--- src/rtl/rcc_pkg.sv ---
// What this block does
// after power-on the cause register shows the power-on flag at bit 0
// each reset sets only its own cause flag; cause register is byte index 0
// cause bit 7 marks a reset from leaving backup or hibernate mode
// cause bit 6 marks a processor system reset request
// a watchdog reset sets cause bit 5 and nothing else
// the reset pin driven low resets the device and sets cause bit 4
// a non-volatile memory controller reset sets cause bit 3
// io-supply brownout sets cause bit 2, core-supply brownout cause bit 1
// sources fall into power-supply, user and backup-exit classes
// always-on logic and locked generic clock unit see power resets only
// debug logic sees power and pin resets; all else sees every reset (code also resets debug on backup exits)
// in backup mode wake on battery switch or counter interrupt
// a backup exit sets its bit in exit register index 2, clears others
// battery switch and counter exit bits may be set together
// exit bit 7 is one after hibernate, zero after backup exit
// exit bit 2 marks battery switch return to main power
// exit bit 1 marks a counter interrupt flag seen in backup mode
// the controller is always enabled, in sleep and debug halt too
// write protection is ignored in debug halt and for debugger access
// 8, 16 and 32 bit accesses are accepted
// both status registers are read-only and hold until next reset
//
// Purpose: constants and carriers for the reset cause controller
// Assumes: 125 MHz REF_CLK, 32-bit APB
// Notes: register byte address is four times the index
package rcc_pkg;

    localparam int CLK_PERIOD_NS = 8;
    // least time the reset outputs stay asserted after a trigger
    localparam int RESET_HOLD_NS = 64;
    localparam int RESET_HOLD_CYC =
        (RESET_HOLD_NS + CLK_PERIOD_NS - 1) / CLK_PERIOD_NS;
    localparam int HOLD_CNT_W = 4;

    localparam logic [7:0] IDX_RESET_CAUSE = 8'h00;
    localparam logic [7:0] IDX_BACKUP_EXIT = 8'h02;
    localparam logic [11:0] ADDR_RESET_CAUSE = 12'h000;
    localparam logic [11:0] ADDR_BACKUP_EXIT = 12'h008;

    localparam int BIT_POWER_ON = 0;
    localparam int BIT_BROWNOUT_CORE = 1;
    localparam int BIT_BROWNOUT_IO = 2;
    localparam int BIT_NONVOLATILE = 3;
    localparam int BIT_EXTERNAL_PIN = 4;
    localparam int BIT_WATCHDOG = 5;
    localparam int BIT_SYSTEM_REQ = 6;
    localparam int BIT_BACKUP = 7;
    localparam int BIT_EXIT_COUNTER = 1;
    localparam int BIT_EXIT_BATTERY = 2;
    localparam int BIT_EXIT_HIBERNATE = 7;

    typedef struct packed {
        logic backup_flag;
        logic system_request_flag;
        logic watchdog_flag;
        logic external_pin_flag;
        logic nonvolatile_ctrl_flag;
        logic brownout_io_flag;
        logic brownout_core_flag;
        logic power_on_flag;
    } rcc_cause_t;

    typedef struct packed {
        logic hibernate_exit_flag;
        logic [3:0] unused_hi;
        logic battery_switch_exit;
        logic counter_exit;
        logic unused_lo;
    } rcc_exit_t;

    localparam rcc_cause_t CAUSE_POR_VALUE = 8'h01;
    localparam rcc_exit_t EXIT_RESET_VALUE = 8'h00;

    typedef enum {
        CLS_POWER,
        CLS_EXTERNAL,
        CLS_USER,
        CLS_BACKUP
    } rcc_class_t;

    typedef enum {
        ST_RUN,
        ST_HOLD
    } rcc_state_t;

endpackage : rcc_pkg

--- src/rtl/rcc_reset_ctrl.sv ---
// Purpose: collect reset sources, drive class-wise resets, record cause
// Assumes: all inputs synchronous to REF_CLK; RST is the power-on reset
// Notes: APB slave with zero wait states; both registers read-only
//
// Decided for this implementation: the APB slave port.
module rcc_reset_ctrl (
    input wire logic REF_CLK,
    input wire logic RST,
    input wire logic BOD_IO_DET,
    input wire logic BOD_CORE_DET,
    input wire logic RESET_PIN_N,
    input wire logic WATCHDOG_REQ,
    input wire logic CPU_RESET_REQUEST,
    input wire logic MEMCTRL_RESET_REQ,
    input wire logic BACKUP_MODE,
    input wire logic HIBERNATE_MODE,
    input wire logic BATTERY_SWITCH_RETURN,
    input wire logic COUNTER_IRQ_FLAG,
    input wire logic GEN_CLOCK_WRITE_LOCK,
    input wire logic CPU_DEBUG_HALT,
    input wire logic DEBUGGER_ACCESS,
    input wire logic ACCESS_WRITE_PROTECT,
    input wire logic PSEL,
    input wire logic PENABLE,
    input wire logic PWRITE,
    input wire logic [11:0] PADDR,
    input wire logic [31:0] PWDATA,
    input wire logic [3:0] PSTRB,
    output logic [31:0] PRDATA,
    output logic PREADY,
    output logic PSLVERR,
    output logic RESET_CORE,
    output logic RESET_DEBUG,
    output logic RESET_ALWAYS_ON,
    output logic RESET_GEN_CLOCK
);

    rcc_pkg::rcc_state_t state_reg;
    rcc_pkg::rcc_class_t class_reg;
    rcc_pkg::rcc_class_t class_next;
    rcc_pkg::rcc_cause_t cause_reg;
    rcc_pkg::rcc_cause_t cause_next;
    rcc_pkg::rcc_exit_t exit_reg;
    rcc_pkg::rcc_exit_t exit_next;
    logic [rcc_pkg::HOLD_CNT_W-1:0] hold_cnt_reg;
    logic counter_seen_reg;
    logic in_backup;
    logic power_trig;
    logic user_trig;
    logic backup_trig;
    logic any_trig;
    logic access;
    logic hit_cause;
    logic hit_exit;
    logic protected_write;

    // three source classes
    assign power_trig = BOD_IO_DET | BOD_CORE_DET;
    assign user_trig = !RESET_PIN_N | WATCHDOG_REQ | CPU_RESET_REQUEST
        | MEMCTRL_RESET_REQ;
    assign in_backup = BACKUP_MODE | HIBERNATE_MODE;
    // wake sources in backup
    assign backup_trig = in_backup & (BATTERY_SWITCH_RETURN
        | COUNTER_IRQ_FLAG);
    assign any_trig = power_trig | user_trig | backup_trig;

    // one-hot cause, power first
    always_comb begin
        cause_next = '0;
        class_next = rcc_pkg::CLS_USER;
        if (BOD_IO_DET) begin
            // io brownout bit
            cause_next.brownout_io_flag = 1'b1;
            class_next = rcc_pkg::CLS_POWER;
        end else if (BOD_CORE_DET) begin
            // core brownout bit
            cause_next.brownout_core_flag = 1'b1;
            class_next = rcc_pkg::CLS_POWER;
        end else if (!RESET_PIN_N) begin
            // pin reset bit
            cause_next.external_pin_flag = 1'b1;
            class_next = rcc_pkg::CLS_EXTERNAL;
        end else if (WATCHDOG_REQ) begin
            // watchdog bit
            cause_next.watchdog_flag = 1'b1;
        end else if (CPU_RESET_REQUEST) begin
            // system request bit
            cause_next.system_request_flag = 1'b1;
        end else if (MEMCTRL_RESET_REQ) begin
            // memory controller bit
            cause_next.nonvolatile_ctrl_flag = 1'b1;
        end else begin
            // backup exit bit
            cause_next.backup_flag = 1'b1;
            class_next = rcc_pkg::CLS_BACKUP;
        end
    end

    // exit bits, others cleared
    always_comb begin
        exit_next = '0;
        // hibernate versus backup
        exit_next.hibernate_exit_flag = HIBERNATE_MODE;
        // battery switch return
        exit_next.battery_switch_exit = BATTERY_SWITCH_RETURN;
        // both may be set together
        // counter flag seen in backup
        exit_next.counter_exit = COUNTER_IRQ_FLAG | counter_seen_reg;
    end

    // remembers a counter event during backup until the exit
    always_ff @(posedge REF_CLK or posedge RST) begin
        if (RST) begin
            counter_seen_reg <= 1'b0;
        end else if (!in_backup || state_reg == rcc_pkg::ST_HOLD) begin
            counter_seen_reg <= 1'b0;
        end else if (COUNTER_IRQ_FLAG) begin
            counter_seen_reg <= 1'b1;
        end
    end

    // sequencer never gated by sleep or debug
    always_ff @(posedge REF_CLK or posedge RST) begin
        if (RST) begin
            state_reg <= rcc_pkg::ST_HOLD;
            hold_cnt_reg <= '0;
            class_reg <= rcc_pkg::CLS_POWER;
        end else if (any_trig) begin
            state_reg <= rcc_pkg::ST_HOLD;
            hold_cnt_reg <= '0;
            class_reg <= class_next;
        end else if (state_reg == rcc_pkg::ST_HOLD) begin
            if (hold_cnt_reg ==
                rcc_pkg::HOLD_CNT_W'(rcc_pkg::RESET_HOLD_CYC - 1)) begin
                state_reg <= rcc_pkg::ST_RUN;
            end else begin
                hold_cnt_reg <= hold_cnt_reg + 1'b1;
            end
        end
    end

    // power-on value
    // updated only by a reset event
    always_ff @(posedge REF_CLK or posedge RST) begin
        if (RST) begin
            cause_reg <= rcc_pkg::CAUSE_POR_VALUE;
        end else if (any_trig) begin
            cause_reg <= cause_next;
        end
    end

    // exit register on backup wake only
    always_ff @(posedge REF_CLK or posedge RST) begin
        if (RST) begin
            exit_reg <= rcc_pkg::EXIT_RESET_VALUE;
        end else if (any_trig && !power_trig && !user_trig) begin
            exit_reg <= exit_next;
        end
    end

    // always-on and locked clock unit: power class only
    // debug: power, pin and backup; core: every class
    always_comb begin
        RESET_CORE = state_reg == rcc_pkg::ST_HOLD;
        RESET_ALWAYS_ON = RESET_CORE && class_reg == rcc_pkg::CLS_POWER;
        RESET_DEBUG = RESET_CORE && class_reg != rcc_pkg::CLS_USER;
        RESET_GEN_CLOCK = RESET_CORE && (class_reg == rcc_pkg::CLS_POWER
            || !GEN_CLOCK_WRITE_LOCK);
    end

    // apb slave: zero wait, unmapped and protected writes give an error
    assign access = PSEL && PENABLE;
    assign hit_cause = PADDR == rcc_pkg::ADDR_RESET_CAUSE;
    assign hit_exit = PADDR == rcc_pkg::ADDR_BACKUP_EXIT;
    // protection lifted in debug halt or debugger access
    assign protected_write = ACCESS_WRITE_PROTECT && !CPU_DEBUG_HALT
        && !DEBUGGER_ACCESS;

    // any byte-lane mix accepted; read returns whole word
    always_comb begin
        PREADY = 1'b1;
        PSLVERR = access && (!(hit_cause || hit_exit)
            || (PWRITE && protected_write && PSTRB != 4'h0));
        PRDATA = 32'h0000_0000;
        if (PSEL && !PWRITE && hit_cause) begin
            PRDATA = {24'h00_0000, cause_reg};
        end else if (PSEL && !PWRITE && hit_exit) begin
            PRDATA = {24'h00_0000, exit_reg};
        end
    end

    // cause stays one-hot
    cause_onehot_a: assert property (
        @(posedge REF_CLK) disable iff (RST) $onehot(cause_reg))
        else $error("cause register not one-hot");

    // power-on value after release
    por_flag_a: assert property (
        @(posedge REF_CLK) $fell(RST) |-> cause_reg.power_on_flag)
        else $error("power-on flag missing");

    // watchdog only
    watchdog_cause_a: assert property (
        @(posedge REF_CLK) disable iff (RST)
        WATCHDOG_REQ && !power_trig && RESET_PIN_N
        |=> cause_reg == 8'h20)
        else $error("watchdog cause wrong");

    // pin reset
    pin_cause_a: assert property (
        @(posedge REF_CLK) disable iff (RST)
        !RESET_PIN_N && !power_trig
        |=> cause_reg.external_pin_flag && RESET_DEBUG)
        else $error("pin reset not recorded");

    // user reset spares always-on domain
    user_spare_a: assert property (
        @(posedge REF_CLK) disable iff (RST)
        user_trig && !power_trig |=> RESET_CORE && !RESET_ALWAYS_ON)
        else $error("user reset hit always-on logic");

    // debug kept out of watchdog resets
    dbg_spare_a: assert property (
        @(posedge REF_CLK) disable iff (RST)
        WATCHDOG_REQ && RESET_PIN_N && !power_trig ##1 !any_trig
        |-> !RESET_DEBUG)
        else $error("debug reset on watchdog");

    // exit bits on backup wake
    exit_set_a: assert property (
        @(posedge REF_CLK) disable iff (RST)
        backup_trig && !power_trig && !user_trig
        |=> cause_reg == 8'h80
            && exit_reg.hibernate_exit_flag == $past(HIBERNATE_MODE)
            && exit_reg[0] == 1'b0)
        else $error("backup exit not recorded");

    // status stable without a trigger
    hold_value_a: assert property (
        @(posedge REF_CLK) disable iff (RST)
        !any_trig |=> $stable(cause_reg) && $stable(exit_reg))
        else $error("status changed without reset");

    // hold length fixed
    hold_len_a: assert property (
        @(posedge REF_CLK) disable iff (RST)
        $rose(RESET_CORE) ##1 !any_trig [*8] |-> !RESET_CORE)
        else $error("reset hold too long");

    // system request cause
    request_cause_a: assert property (
        @(posedge REF_CLK) disable iff (RST)
        CPU_RESET_REQUEST && !WATCHDOG_REQ && RESET_PIN_N && !power_trig
        |=> cause_reg == 8'h40)
        else $error("system request cause wrong");

    // memory controller cause
    memctrl_cause_a: assert property (
        @(posedge REF_CLK) disable iff (RST)
        MEMCTRL_RESET_REQ && !CPU_RESET_REQUEST && !WATCHDOG_REQ
        && RESET_PIN_N && !power_trig |=> cause_reg == 8'h08)
        else $error("memory controller cause wrong");

    // io brownout cause
    io_brownout_a: assert property (
        @(posedge REF_CLK) disable iff (RST)
        BOD_IO_DET |=> cause_reg == 8'h04 && RESET_ALWAYS_ON)
        else $error("io brownout cause wrong");

    // core brownout cause
    core_brownout_a: assert property (
        @(posedge REF_CLK) disable iff (RST)
        BOD_CORE_DET && !BOD_IO_DET
        |=> cause_reg == 8'h02 && RESET_ALWAYS_ON)
        else $error("core brownout cause wrong");

    // locked clock unit spared
    lock_spare_a: assert property (
        @(posedge REF_CLK) disable iff (RST)
        user_trig && !power_trig
        |=> RESET_GEN_CLOCK == !GEN_CLOCK_WRITE_LOCK)
        else $error("clock unit reset ignores lock");

    // battery switch exit bit
    battery_exit_a: assert property (
        @(posedge REF_CLK) disable iff (RST)
        backup_trig && !power_trig && !user_trig
        |=> exit_reg.battery_switch_exit == $past(BATTERY_SWITCH_RETURN))
        else $error("battery exit bit wrong");

    // counter exit bit
    counter_exit_a: assert property (
        @(posedge REF_CLK) disable iff (RST)
        backup_trig && !power_trig && !user_trig && COUNTER_IRQ_FLAG
        |=> exit_reg.counter_exit)
        else $error("counter exit bit missing");

    // protection lifted in debug
    debug_write_a: assert property (
        @(posedge REF_CLK) disable iff (RST)
        access && PWRITE && (hit_cause || hit_exit)
        && (CPU_DEBUG_HALT || DEBUGGER_ACCESS) |-> !PSLVERR)
        else $error("write refused in debug");

endmodule : rcc_reset_ctrl

--- config.mk ---
export PLATFORM = sky130hd
export DESIGN_NAME = rcc_reset_ctrl
export DESIGN_NICKNAME = d
export VERILOG_FILES = /design/src/rtl/rcc_pkg.sv /design/src/rtl/rcc_reset_ctrl.sv
export SDC_FILE = /design/constraint.sdc
export NUM_CORES = 1
export LEC_CHECK = 0
export ABC_AREA = 1
export BUFFER_PORTS_ARGS = -buffer_cell sky130_fd_sc_hd__buf_4
export CAP_MARGIN = 20
export CELL_PAD_IN_SITES_DETAIL_PLACEMENT = 0
export CELL_PAD_IN_SITES_GLOBAL_PLACEMENT = 1
export CORE_MARGIN = 4
export CORE_UTILIZATION = 25
export DETAILED_ROUTE_END_ITERATION = 10
export PLACE_DENSITY_LB_ADDON = 0.1
export SLEW_MARGIN = 20
export SYNTH_ARGS = -nofsm -noshare
export SYNTH_HDL_FRONTEND = slang
export SYNTH_SLANG_ARGS = --single-unit
--- constraint.sdc ---
create_clock -name REF_CLK -period 1.5 [get_ports REF_CLK]
set_input_delay 0 -clock REF_CLK [delete_from_list [all_inputs] [get_ports REF_CLK]]
set_output_delay 0 -clock REF_CLK [all_outputs]
set_load 0.01 [all_outputs]
After elaboration in Yosys (flattened, before gate mapping)
Index checks and enable logic that the tools add are counted.
{"block": "classes", "eq_ne": 5, "n_bitwise": 10, "reduce_logical": 35, "muxes": 32, "addsub": 1}
{"operator": "$mux 32", "n": 3}
{"operator": "$eq 32x2->1 const B", "n": 1}
{"operator": "$logic_not 32->1", "n": 1}
{"operator": "$ne 32x3->1 const B", "n": 1}
{"operator": "$mux 1", "n": 17}
{"operator": "$mux 8", "n": 2}
{"operator": "$logic_and 1x1->1", "n": 14}
{"operator": "$eq 12x4->1 const B", "n": 1}
{"operator": "$logic_not 12->1", "n": 1}
{"operator": "$mux 4", "n": 3}
{"operator": "$mux 5", "n": 2}
{"operator": "$logic_not 1->1", "n": 9}
{"operator": "$or 1x1->1", "n": 9}
{"operator": "$mux 2", "n": 4}
{"operator": "$reduce_bool 2->1", "n": 3}
{"operator": "$add 4x1->4 const B", "n": 1}
{"operator": "$eq 4x3->1 const B", "n": 1}
{"operator": "$logic_or 1x1->1", "n": 4}
{"operator": "$reduce_and 2->1", "n": 2}
{"operator": "$reduce_bool 4->1", "n": 1}
{"operator": "$mux 3", "n": 1}
{"operator": "$ne 2x2->1 const B", "n": 1}
{"operator": "$and 1x1->1", "n": 1}
{"block": "word_totals", "ff_bits": 80, "output_inout_bits": 38, "elab_cells": 98, "input_bits": 67}

Logic depth before layout (Yosys ltp)
Gate-level depths: netlist of the first run.
{"block": "logic_depth", "ltp_word": 8, "mapped_depth": 7, "ltp_nobuf": 7}

Least setup slack after synthesis of the first run
No wires, ideal clock.
{"block": "synth_timing", "path_type": "reg2reg", "start": "reg hold_cnt_reg[0] (netlist name)", "end": "reg hold_cnt_reg[3] (netlist name)", "required_ps": 1431, "arrival_time_ps": 1110, "synth_period_minus_slack_ps": 1179, "slack_ps": 321, "n_path_buf": 0, "path_stages_with_launch": 7, "setup_time_ps": 69, "path_cell_list": "dfrtp_1 ha_1 nand3_1 nand2_1 o21ai_0 inv_1 nor2_2"}
{"block": "synth_between", "elab_chain_len": 4, "word_cells_on_any_way": 7, "classes_between": "add/sub (1); eq/ne (2); mux (3); reduce/logical (1)"}
{"element": "start, declared", "line_no": "rcc_reset_ctrl.sv:45", "rtl": "logic [rcc_pkg::HOLD_CNT_W-1:0] hold_cnt_reg;"}
{"element": "start signal, assigned", "line_no": "rcc_reset_ctrl.sv:137", "rtl": "hold_cnt_reg <= hold_cnt_reg + 1'b1;"}
{"element": "$add 4x1->4", "line_no": "rcc_reset_ctrl.sv:137"}
{"element": "$mux 4", "line_no": "rcc_reset_ctrl.sv:133", "rtl": "if (hold_cnt_reg =="}
{"element": "$mux 4", "line_no": "rcc_reset_ctrl.sv:132", "rtl": "end else if (state_reg == rcc_pkg::ST_HOLD) begin"}
{"element": "$mux 4", "line_no": "rcc_reset_ctrl.sv:128", "rtl": "end else if (any_trig) begin"}
Parallel ways exist; a longest one is shown, timed or not. The select of a mux whose other input is x is not followed.
A chain may end at the register's enable or synchronous reset.

Worst setup path in the final report of the first run
{"block": "layout_timing", "start": "in BOD_IO_DET", "end": "reg class_reg[1]"}
{"block": "layout_between", "elab_chain_len": 3, "word_cells_on_any_way": 4, "classes_between": "mux (1); bitwise (3)"}
{"element": "start, declared", "line_no": "rcc_reset_ctrl.sv:9", "rtl": "input wire logic BOD_IO_DET,"}
{"element": "$or 1x1->1", "line_no": "rcc_reset_ctrl.sv:58", "rtl": "assign power_trig = BOD_IO_DET | BOD_CORE_DET;"}
{"element": "$or 1x1->1 (2 in series)", "line_no": "rcc_reset_ctrl.sv:65", "rtl": "assign any_trig = power_trig | user_trig | backup_trig;"}
{"element": "end signal, assigned", "line_no": "rcc_reset_ctrl.sv:127", "rtl": "class_reg <= rcc_pkg::CLS_POWER;"}
{"element": "end signal, assigned", "line_no": "rcc_reset_ctrl.sv:131", "rtl": "class_reg <= class_next;"}
{"element": "end, declared", "line_no": "rcc_reset_ctrl.sv:39", "rtl": "rcc_pkg::rcc_class_t class_reg;"}
Parallel ways exist; a longest one is shown, timed or not.

==> results.md, run 1 <==
* Status: completed
* Initial antenna violation count at 0
* Crit path launch type: input port
* Crit. End Element: register
* Net Sw Frac at 26.0%
* Die Width at 79.4 um
* Reg power frac at 49.0%
* Max reg flops at 8
* Skew final at 0.000452 ns
* Clock root buffer master: clkbuf_8
* Inst Count DP at 290
* Int Pwr at 0.819 mW
* First-pass GRT wire length at 4910 um
* Post-Route WL at around 3000 um
* DR DRC count at 0
* HPWL after detailed placement at around 2500 um
* Fin worst setup slack at 0.209 ns
* Largest cells by area after synthesis: dfrtp_1 33%, buf_4 15%, nand2_1 9.4%
* Die height at 79.4 um
* NumNets Final at around 300
* Area leader, netlist: dfrtp_1
* H-tree levels at 1
* Final instance area at 1710 um^2
* Psw at 0.288 mW
* DR pass1 iterations at 5
* Final Util at a little over a third
* Crit path arrival time at between 1 and 1.5 ns
* Number of flops mapped to enable cells by yosys at 0
* GRT Total Usage at 9.62%
* Ys flop type: dfrtp_1
* GR peak layer: met2
* Crit path kind: input port to register
* Fmax at 775 MHz
* # port buffers at 47
* Fraction of layout cells with a size suffix above 1 at 27.2%
* CP cell instances: dlygate4sd3_1 -> buf_4 -> nor2_2 -> nand2_2 -> nor2_4 -> nand2_4 -> inv_6 -> o21ai_0
* Syn Inst Count at 177
* Starting DRT DRC Count at 19
* LEAKAGE at 0.902 nW
* Total power per unit cell area at 647 nW/um^2
* Crit path required time at 1.64 ns
* Crit path max-delay cell type: dlygate4sd3_1
* Hold EP: class_reg[0]$_DFFE_PP0P_
* GR Util met2 at around 17%
* CTS tree: done
* Register-to-register setup slack at 0.23 ns
* Global Route met3 Usage at 2.37%
* Critical-path maximum fanout at 9
* Gpl congestion at 0.712
* Max-cap viol count at 0
* Top-area cell type share of the netlist area at 33.4%
* DRT antenna net count at 0
* Initial core utilization at 26.4%
* Synth Cell Area at roughly 1300 um^2
* Comb pwr share at 18.6%
* Average wire per standard cell at between 10 and 15 um
* Peak supply drop at 247 uV
* Die area at 6300 um^2
* Clk pwr share at between 30% and 40%
* Final setup viols at 0
* Final hold vios at 0
* Grt ovf at 0
* Met1 usage at 11.1%
* Final cell count without fillers at around 300
* DP Area at 1620 um^2
* Hold Path Depth at 4
* Crit path buffers/inverters at 3
* Via density at 3.94
* Clk sink count at 19
* Count of unique library cells instantiated by Yosys at 24
* FF+latch count, synth at 19
* Num rows at 25
* Antenna diodes at 0
* Final worst-path cycle share at 86.1%
* CTS buffer count at 3
* Ys Warns at 0
* Hold crit path type: input port to register
* CTS clk-pin slew, worst paths at 0.07 ns
* TNS Setup at 0 ns
* CP top delay family: buffers and inverters
* Ys async rst share at 100%
* Skew-Pair Late Insertion Delay at ~0.25 ns
* RSZ-0062 raised after global routing: no
* Num ports at 105
* Vias at 1,178
* Area delta synth->final at 34.4%
* Synth Area per Inst at between 7 and 8 um^2
* Fraction of the yosys area taken by sequential cells at 37.5%
* Hold_sp: BOD_CORE_DET
* Crit Reg-Reg Startpoint: hold_cnt_reg[0]$_DFFE_PP0P_
* Post-placement worst setup slack at 0.228 ns
* Core area at 4820 um^2
* Max clock buf depth at 2
* Vias in the first global route at ~1,100
* Worst reg2reg path endpoint: hold_cnt_reg[3]$_DFFE_PP0P_
* Largest net degree at the start of global routing at 20
* Final Slew Violations at 0
* Worst r2r path cells at 6
* Crit path time final at ~1.3 ns
* Crit-path max cell delay at 0.54 ns
==> synth_stat cells (3+ instances only) <==
library cell / instances
a21oi_1: 4
buf_4: 25
dfrtp_1: 17
inv_1: 23
nand2_1: 32
nand3_1: 7
nand4_1: 9
nor2_1: 32
nor2_2: 4
o21ai_0: 3
o21ai_1: 3
==> worst min-delay path, cell delays in order <==
cell,delay (ns)
buf_4,0.09
nor2_2,0.04
nand2_1,0.06
a21oi_1,0.04
==> metrics by stage <==
| stage | power (mW) | hold WS [ns] |
|---|---|---|
| floorplan | 0.694 | -0.0504 |
| global placement | 0.747 | 0.0457 |
| detailed placement | 0.749 | 0.0509 |
| CTS | 1.13 | 0.0109 |
| global route | 1.18 | 0.0214 |
| finish | 1.11 | 0.0120 |
==> metal layers <==
| metal | part of all wire (%) | vias up |
|---|---|---|
| li1 | - | 612 |
| met1 | 44 | 520 |
| met2 | 46 | 44 |
| met3 | 9.3 | 2 |
| met4 | 0.63 | 0 |
| met5 | 0 | - |
==> layout by cell type (no fill, tap or decap), drive strengths merged <==
cell type / Yosys / routed
clkbuf: 0 / 4
dfstp: 2 / 2
a21oi: 4 / 4
ha: 1 / 1
nand3: 7 / 7
dlygate4sd3: 0 / 5
o21ai: 6 / 6
nor3: 2 / 2
and2: 1 / 1
or2: 1 / 1
nor2: 37 / 37
nand4: 9 / 9
dfrtp: 17 / 17
inv: 24 / 24
conb: 2 / 25
buf: 25 / 48
o21bai: 1 / 1
xor2: 1 / 1
nand2: 35 / 35
o22ai: 2 / 2
==> what timing repair did <==
action                    CTS  global route
gates resized for setup     0             0
setup buffers               0             0
hold buffers                5             0
hold endpoints to repair   22             0
==> power groups by stage <==
stage / Clock (mW) / Sequential [mW] / Combinational, mW
2_1_floorplan: 0 / 0.549 / 0.145
3_3_place_gp: 0 / 0.553 / 0.194
3_5_place_dp: 0 / 0.553 / 0.196
4_1_cts: 0.379 / 0.543 / 0.207
5_1_grt: 0.399 / 0.545 / 0.233
6_report: 0.358 / 0.543 / 0.206
==> how the worst max path moves through the flow <==
stage / startpoint / endpoint / slack [ns] / cells past startpoint
floorplan: hold_cnt_reg[0]$_DFFE_PP0P_ / hold_cnt_reg[3]$_DFFE_PP0P_ / 0.32 / 6
global placement: hold_cnt_reg[0]$_DFFE_PP0P_ / hold_cnt_reg[3]$_DFFE_PP0P_ / 0.24 / 6
detailed placement: hold_cnt_reg[0]$_DFFE_PP0P_ / hold_cnt_reg[3]$_DFFE_PP0P_ / 0.23 / 6
CTS: BOD_IO_DET / class_reg[1]$_DFFE_PP0P_ / 0.19 / 8
global route: BOD_IO_DET / class_reg[1]$_DFFE_PP0P_ / 0.12 / 9
finish: BOD_IO_DET / class_reg[1]$_DFFE_PP0P_ / 0.21 / 8
==> cells by family after synthesis <==
group,after synthesis,share of synthesized area [%]
flip-flops,19,37.5
other,2,0.590
buffers and inverters,49,22.2
AND/OR/NAND/NOR,92,32.5
AO/OA/AOI/OAI,13,5.50
XOR/XNOR,1,0.688
adder cells (fa/ha/maj),1,0.982
==> final cells by class <==
class	count	area (um^2)
inverters	24	95.1
flip-flops and latches	19	478
fillers	535	3110
well taps	67	83.8
repair buffers	53	410
clock buffers	4	45.0
multi-input cells	132	599
(Power assumes the default switching activity.)
==> inputs of run 2 (changes only) <==
CORE_UTILIZATION = 22   (was 25)
SETUP_SLACK_MARGIN = 0.5   (was default)
SKIP_LAST_GASP = 1   (was default)
clock period = 1.1 ns   (was 1.5 ns; I/O delays follow)
==> results.md, run 2 (synthesis gave the netlist of run 1 again) <==
* Largest net degree at the start of global routing at 20 (unchanged)
* Crit-path max cell delay at 0.55 ns (about the same)
* Die height at 84.1 um (+5.9%)
* Max clock buf depth at 2 (unchanged)
* Final instance area at 2400 um^2 (+40%)
* CTS tree: done
* Starting DRT DRC Count at 32 (+13)
* Num ports at 105 (unchanged)
* Antenna diodes at 0 (unchanged)
* Clk sink count at 19 (unchanged)
* Fmax at 862 MHz
* Final hold vios at 4 (+4)
* Total power per unit cell area at 696 nW/um^2 (+7.6%)
* DP Area at 1770 um^2 (+9.8%)
* GRT Total Usage at 10.5% (+0.85 points)
* Average wire per standard cell at 11.0 um (+9.2%)
* # port buffers at 47 (unchanged)
* Post-Route WL at 3700 um (+23%)
* HPWL after detailed placement at 2640 um (+6.1%)
* Vias at 1,359 (+15%)
* Crit path kind: register to primary output
* DRT antenna net count at 0 (unchanged)
* Hold buffer count at cts at 1 (-4)
* DR pass1 iterations at 3 (-2)
* Max-cap viol count at 0 (unchanged)
* Failing checks: negative hold slack, negative setup slack
* Vias in the first global route at 1,365 (+24%)
* Fin worst setup slack at -0.0607 ns (-0.270 ns)
* Grt ovf at 0 (unchanged)
* LEAKAGE at 1.14 nW (+26%)
* Area delta synth->final at 88.4%
* Final Slew Violations at 0 (unchanged)
* Gpl congestion at 0.712 (about the same)
* Crit path arrival time at 1.16 ns (-0.27 ns)
* Fraction of layout cells with a size suffix above 1 at 60.0% (+33 points)
* CTS clk-pin slew, worst paths at 0.08 ns (about the same)
* Via density at 4.03 (+2.4%)
* Crit path time final at between 1 and 1.5 ns
* Final worst-path cycle share at 106%
* NumNets Final at 334 (+11%)
* Leading cell types in the layout, fill and taps excluded: 43 x buf_4, 38 x buf_6, 25 x conb_1
* Die area at 7070 um^2 (+12%)
* Initial antenna violation count at 0 (unchanged)
* Skew-Pair Late Insertion Delay at 0.26 ns (about the same)
* Final setup viols at 4 (+4)
* CP cell instances: buf_6 -> inv_4 -> a21oi_2 -> buf_4
* Die Width at 84.1 um (+5.9%)
* Core area at 5570 um^2 (+16%)
* H-tree levels at 1 (unchanged)
* First-pass GRT wire length at 6160 um (+25%)
* RSZ-0062 raised after global routing: yes
* Final cell count without fillers at 337 (+13%)
* Min Hold Slack at -0.0777 ns (-0.0897 ns)
* Crit path required time at 1.10 ns (-0.54 ns)
* Num rows at 27 (+8.0%)
* Crit path max-delay cell type: dfstp_2
* Critical-path maximum fanout at 3 (-6)
* Crit path launch type: register
* CTS buffer count at 3 (unchanged)
* Post-placement worst setup slack at -0.0179 ns (-0.246 ns)
* Status: finished with violations
* Final Util at 43.1% (+7.5 points)
* Inst Count DP at 301 (+3.8%)
* Initial core utilization at 22.9% (-3.6 points)
* Hold crit path type: input port to register
* Max reg flops at 8 (unchanged)
* Crit. End Element: primary output
* Commonest non-fill, non-tap cell in the layout: buf_4
* Clock root buffer master: clkbuf_8
* Peak supply drop at 364 uV (+47%)
* Tot Pwr at 1.67 mW (+51%)
* DR DRC count at 0 (unchanged)
* Register-to-register setup slack at -0.01 ns (-0.24 ns)
* Skew final at 0.00412 ns (+0.00367 ns)
run 2: worst paths after layout:
check / startpoint / cells past startpoint / to
worst min register to register: cause_reg[2]$_DFFE_PP0P_ / 2 / cause_reg[2]$_DFFE_PP0P_
worst max register to register: state_reg[0]$_DFFE_PP1P_ / 5 / hold_cnt_reg[2]$_DFFE_PP0P_
min in group asynchronous: RST / 4 / cause_reg[4]$_DFFE_PP0P_
worst min-delay path: BOD_IO_DET / 2 / cause_reg[1]$_DFFE_PP0P_
worst max-delay path: state_reg[0]$_DFFE_PP1P_ / 4 / RESET_DEBUG
max in group asynchronous: RST / 4 / cause_reg[0]$_DFFE_PP1P_
run 2: worst max-delay path, delay by kind of cell (launching register included):
| kind | cells | cell delay, ns |
|---|---|---|
| flip-flops | 1 | 0.55 |
| buffers and inverters | 3 | 0.27 |
| AO/OA/AOI/OAI | 1 | 0.09 |
run 2: metal layers:
metal	global-route usage (%)	part of all wire (%)	up-vias
met1	13.3	41	631
met4	3.07	0.81	0
met5	0	0	-
met2	17.6	51	43
li1	-	-	681
met3	2.37	7.6	4
run 2: cell type report:
cell class | instances | area (um^2)
fillers | 599 | 3170
multi-input cells | 133 | 875
repair buffers | 85 | 811
flip-flops and latches | 19 | 478
inverters | 24 | 100
well taps | 72 | 90.1
clock buffers | 3 | 41.3
clock inverters | 1 | 5.00
run 2: per-stage QoR:
stage               TNS (ns)  hold WS (ns)
finish                -0.169       -0.0777
CTS                   -0.163       -0.0791
floorplan                  0       -0.0504
global route          -0.525       -0.0699
detailed placement   -0.0186        0.0490
global placement           0        0.0511
run 2: what timing repair did:
| action | 4_1_cts | 5_1_grt |
|---|---|---|
| buffers inserted | 20 | 10 |
| setup endpoints to repair | 32 | 34 |
| hold endpoints to repair | 23 | 3 |
| gates cloned | 1 | 0 |
| pin swaps | 36 | 22 |
| gates resized for setup | 59 | 33 |
run 2: power by group:
group          switching [mW]  total (mW)  internal, mW
Clock                   0.246       0.499         0.252
Combinational           0.201       0.428         0.227
Sequential             0.0183       0.744         0.726
Total                   0.466        1.67          1.21
==> inputs of run 3 (changes only) <==
==> constraint.sdc (replaced) <==
create_clock -name REF_CLK -period 1.1 [get_ports REF_CLK]
set_input_delay 0.11 -clock REF_CLK [delete_from_list [all_inputs] [get_ports REF_CLK]]
set_output_delay 0.11 -clock REF_CLK [all_outputs]
set_load 0.01 [all_outputs]
==> results.md, run 3 (synthesis gave the netlist of run 1 again) <==
* Status: finished with violations
* Failing checks: negative hold slack, negative setup slack
* Grt ovf at 0 (unchanged)
* DP Area at 1850 um^2 (+4.2%)
* Vias at 1,323 (-2.6%)
* Gpl congestion at 0.737 (+3.5%)
* Int Pwr at 1.19 mW (-0.87%)
* LEAKAGE at 1.14 nW (+0.23%)
* Skew-Pair Late Insertion Delay at 0.25 ns (about the same)
* Num rows at 27 (unchanged)
* Psw at 0.478 mW (+2.6%)
* Fraction of layout cells with a size suffix above 1 at 62.6% (+2.6 points)
* RSZ-0062 raised after global routing: yes
* Final Util at 43.7% (+0.63 points)
* Max clock buf depth at 2 (unchanged)
* Die height at 84.1 um (unchanged)
* DR pass1 iterations at 3 (unchanged)
* Largest net degree at the start of global routing at 20 (unchanged)
* Average wire per standard cell at 11.3 um (+3.0%)
* Register area at 478 um^2 (unchanged)
* Final setup viols at 10 (+6)
* Crit path kind: register to primary output
* Inst Count DP at 309 (+2.7%)
* Core area at 5570 um^2 (unchanged)
* Vias in the first global route at 1,356 (-0.66%)
* Fin worst setup slack at -0.140 ns (-0.0798 ns)
* Hold crit path type: input port to async pin
* Crit. End Element: primary output
* Final instance area at 2430 um^2 (+1.5%)
* CTS buffer count at 3 (unchanged)
* Reg power frac at 44.4% (about the same)
* Initial antenna violation count at 0 (unchanged)
* Post-placement worst setup slack at -0.0621 ns (-0.0442 ns)
* Crit path time final at 1.24 ns (+0.0798 ns)
* Starting DRT DRC Count at 22 (-31%)
* Skew final at 0.000533 ns (-0.00358 ns)
* Post-Route WL at 3780 um (+2.1%)
* TNS Setup at -0.894 ns (-0.726 ns)
* Num ports at 105 (unchanged)
* HPWL after detailed placement at 2720 um (+3.1%)
* Peak supply drop at 530 uV (+46%)
* Final hold vios at 17 (+13)
* Clk pwr share at 29.6% (-0.2 points)
* Commonest non-fill, non-tap cell in the layout: buf_4
* First-pass GRT wire length at 6110 um (-0.89%)
* Crit path launch type: register
* Leading cell types in the layout, fill and taps excluded: 45 x buf_4, 36 x buf_6, 25 x conb_1
* # port buffers at 47 (unchanged)
* Area delta synth->final at 91.2%
* Die Width at 84.1 um (unchanged)
* Tot Pwr at 1.67 mW (about the same)
* Max reg flops at 8 (unchanged)
* NumNets Final at 331 (-0.90%)
* Multi-input gate area at 960 um^2 (+9.7%)
* Antenna diodes at 0 (unchanged)
* Fill cell count at 578 (-3.5%)
* Net Sw Frac at 28.6% (+0.69 points)
* Via density at 3.96 (-1.8%)
* Min Hold Slack at -0.124 ns (-0.0464 ns)
* Comb pwr share at 25.9% (+0.3 points)
* Total power per unit cell area at 687 nW/um^2 (-1.3%)
* H-tree levels at 1 (unchanged)
* Max-cap viol count at 0 (unchanged)
* Initial core utilization at 22.9% (unchanged)
* Final Slew Violations at 0 (unchanged)
* Clk sink count at 19 (unchanged)
* CTS clk-pin slew, worst paths at 0.08 ns (about the same)
* DRT antenna net count at 0 (unchanged)
* GRT Total Usage at 10.3% (-0.19 points)
* Final cell count without fillers at 334 (-0.89%)
* DR DRC count at 0 (unchanged)
* Die area at 7070 um^2 (unchanged)
* Crit path arrival time at 1.13 ns (-0.03 ns)
* CTS tree: done
* Crit path required time at 0.99 ns (-0.11 ns)
* Clock root buffer master: clkbuf_8
* Final worst-path cycle share at 113% (+7.3 points)
* Critical-path maximum fanout at 2 (-1)
* Fmax at 806 MHz (-6.4%)
## run 3: cell count changes in the layout (fill, tap and decap cells not counted), sizes merged
cell         previous run  this run
buf                    84        82
dlygate4sd3             1         0
## run 3: area by class of cell
| type | count | area share [%] |
|---|---|---|
| clock inverters | 1 | 0.206 |
| well taps | 72 | 3.70 |
| multi-input cells | 133 | 39.4 |
| flip-flops and latches | 19 | 19.6 |
| clock buffers | 3 | 1.70 |
| repair buffers | 82 | 31.1 |
| inverters | 24 | 4.21 |
## run 3: critical path: stages (launching register included)
cell,delay (ns)
dfrtp_1,0.38
or2_4,0.26
a21oi_2,0.11
buf_4,0.12
## run 3: worst paths after layout
path / cells after the start / slack, ns / startpoint / to
setup / recovery: 3 / -0.14 / class_reg[0]$_DFFE_PP0P_ / RESET_GEN_CLOCK
min in group REF_CLK: 2 / 0.04 / BOD_IO_DET / cause_reg[1]$_DFFE_PP0P_
max in group asynchronous: 3 / 0.96 / RST / cause_reg[0]$_DFFE_PP1P_
hold reg to reg: 2 / 0.47 / cause_reg[0]$_DFFE_PP1P_ / cause_reg[0]$_DFFE_PP1P_
hold / removal: 3 / -0.12 / RST / hold_cnt_reg[0]$_DFFE_PP0P_
setup reg to reg: 6 / -0.13 / state_reg[0]$_DFFE_PP1P_ / hold_cnt_reg[1]$_DFFE_PP0P_
## run 3: layer usage
| metal | track usage (%) | up-vias | wire (um) |
|---|---|---|---|
| met2 | 16.9 | 51 | 1870 |
| met4 | 1.75 | 0 | 18 |
| li1 | - | 676 | - |
| met1 | 13.6 | 594 | 1580 |
| met3 | 2.86 | 2 | 304 |
| met5 | 0 | - | 0 |
## run 3: power by group through the flow
stage               Sequential, mW  Combinational [mW]  Clock (mW)
floorplan                    0.749               0.216           0
finish                       0.743               0.434       0.496
CTS                          0.741               0.382       0.515
global placement             0.752               0.313           0
detailed placement           0.753               0.313           0
global route                 0.747               0.476       0.546
## run 3: what timing repair did
item,4_1_cts,5_1_grt
pin swaps,38,25
cloned,1,0
setup endpoints to repair,32,32
endpoints found under the hold margin,17,17
buffers inserted,12,8
gates resized for setup,62,41
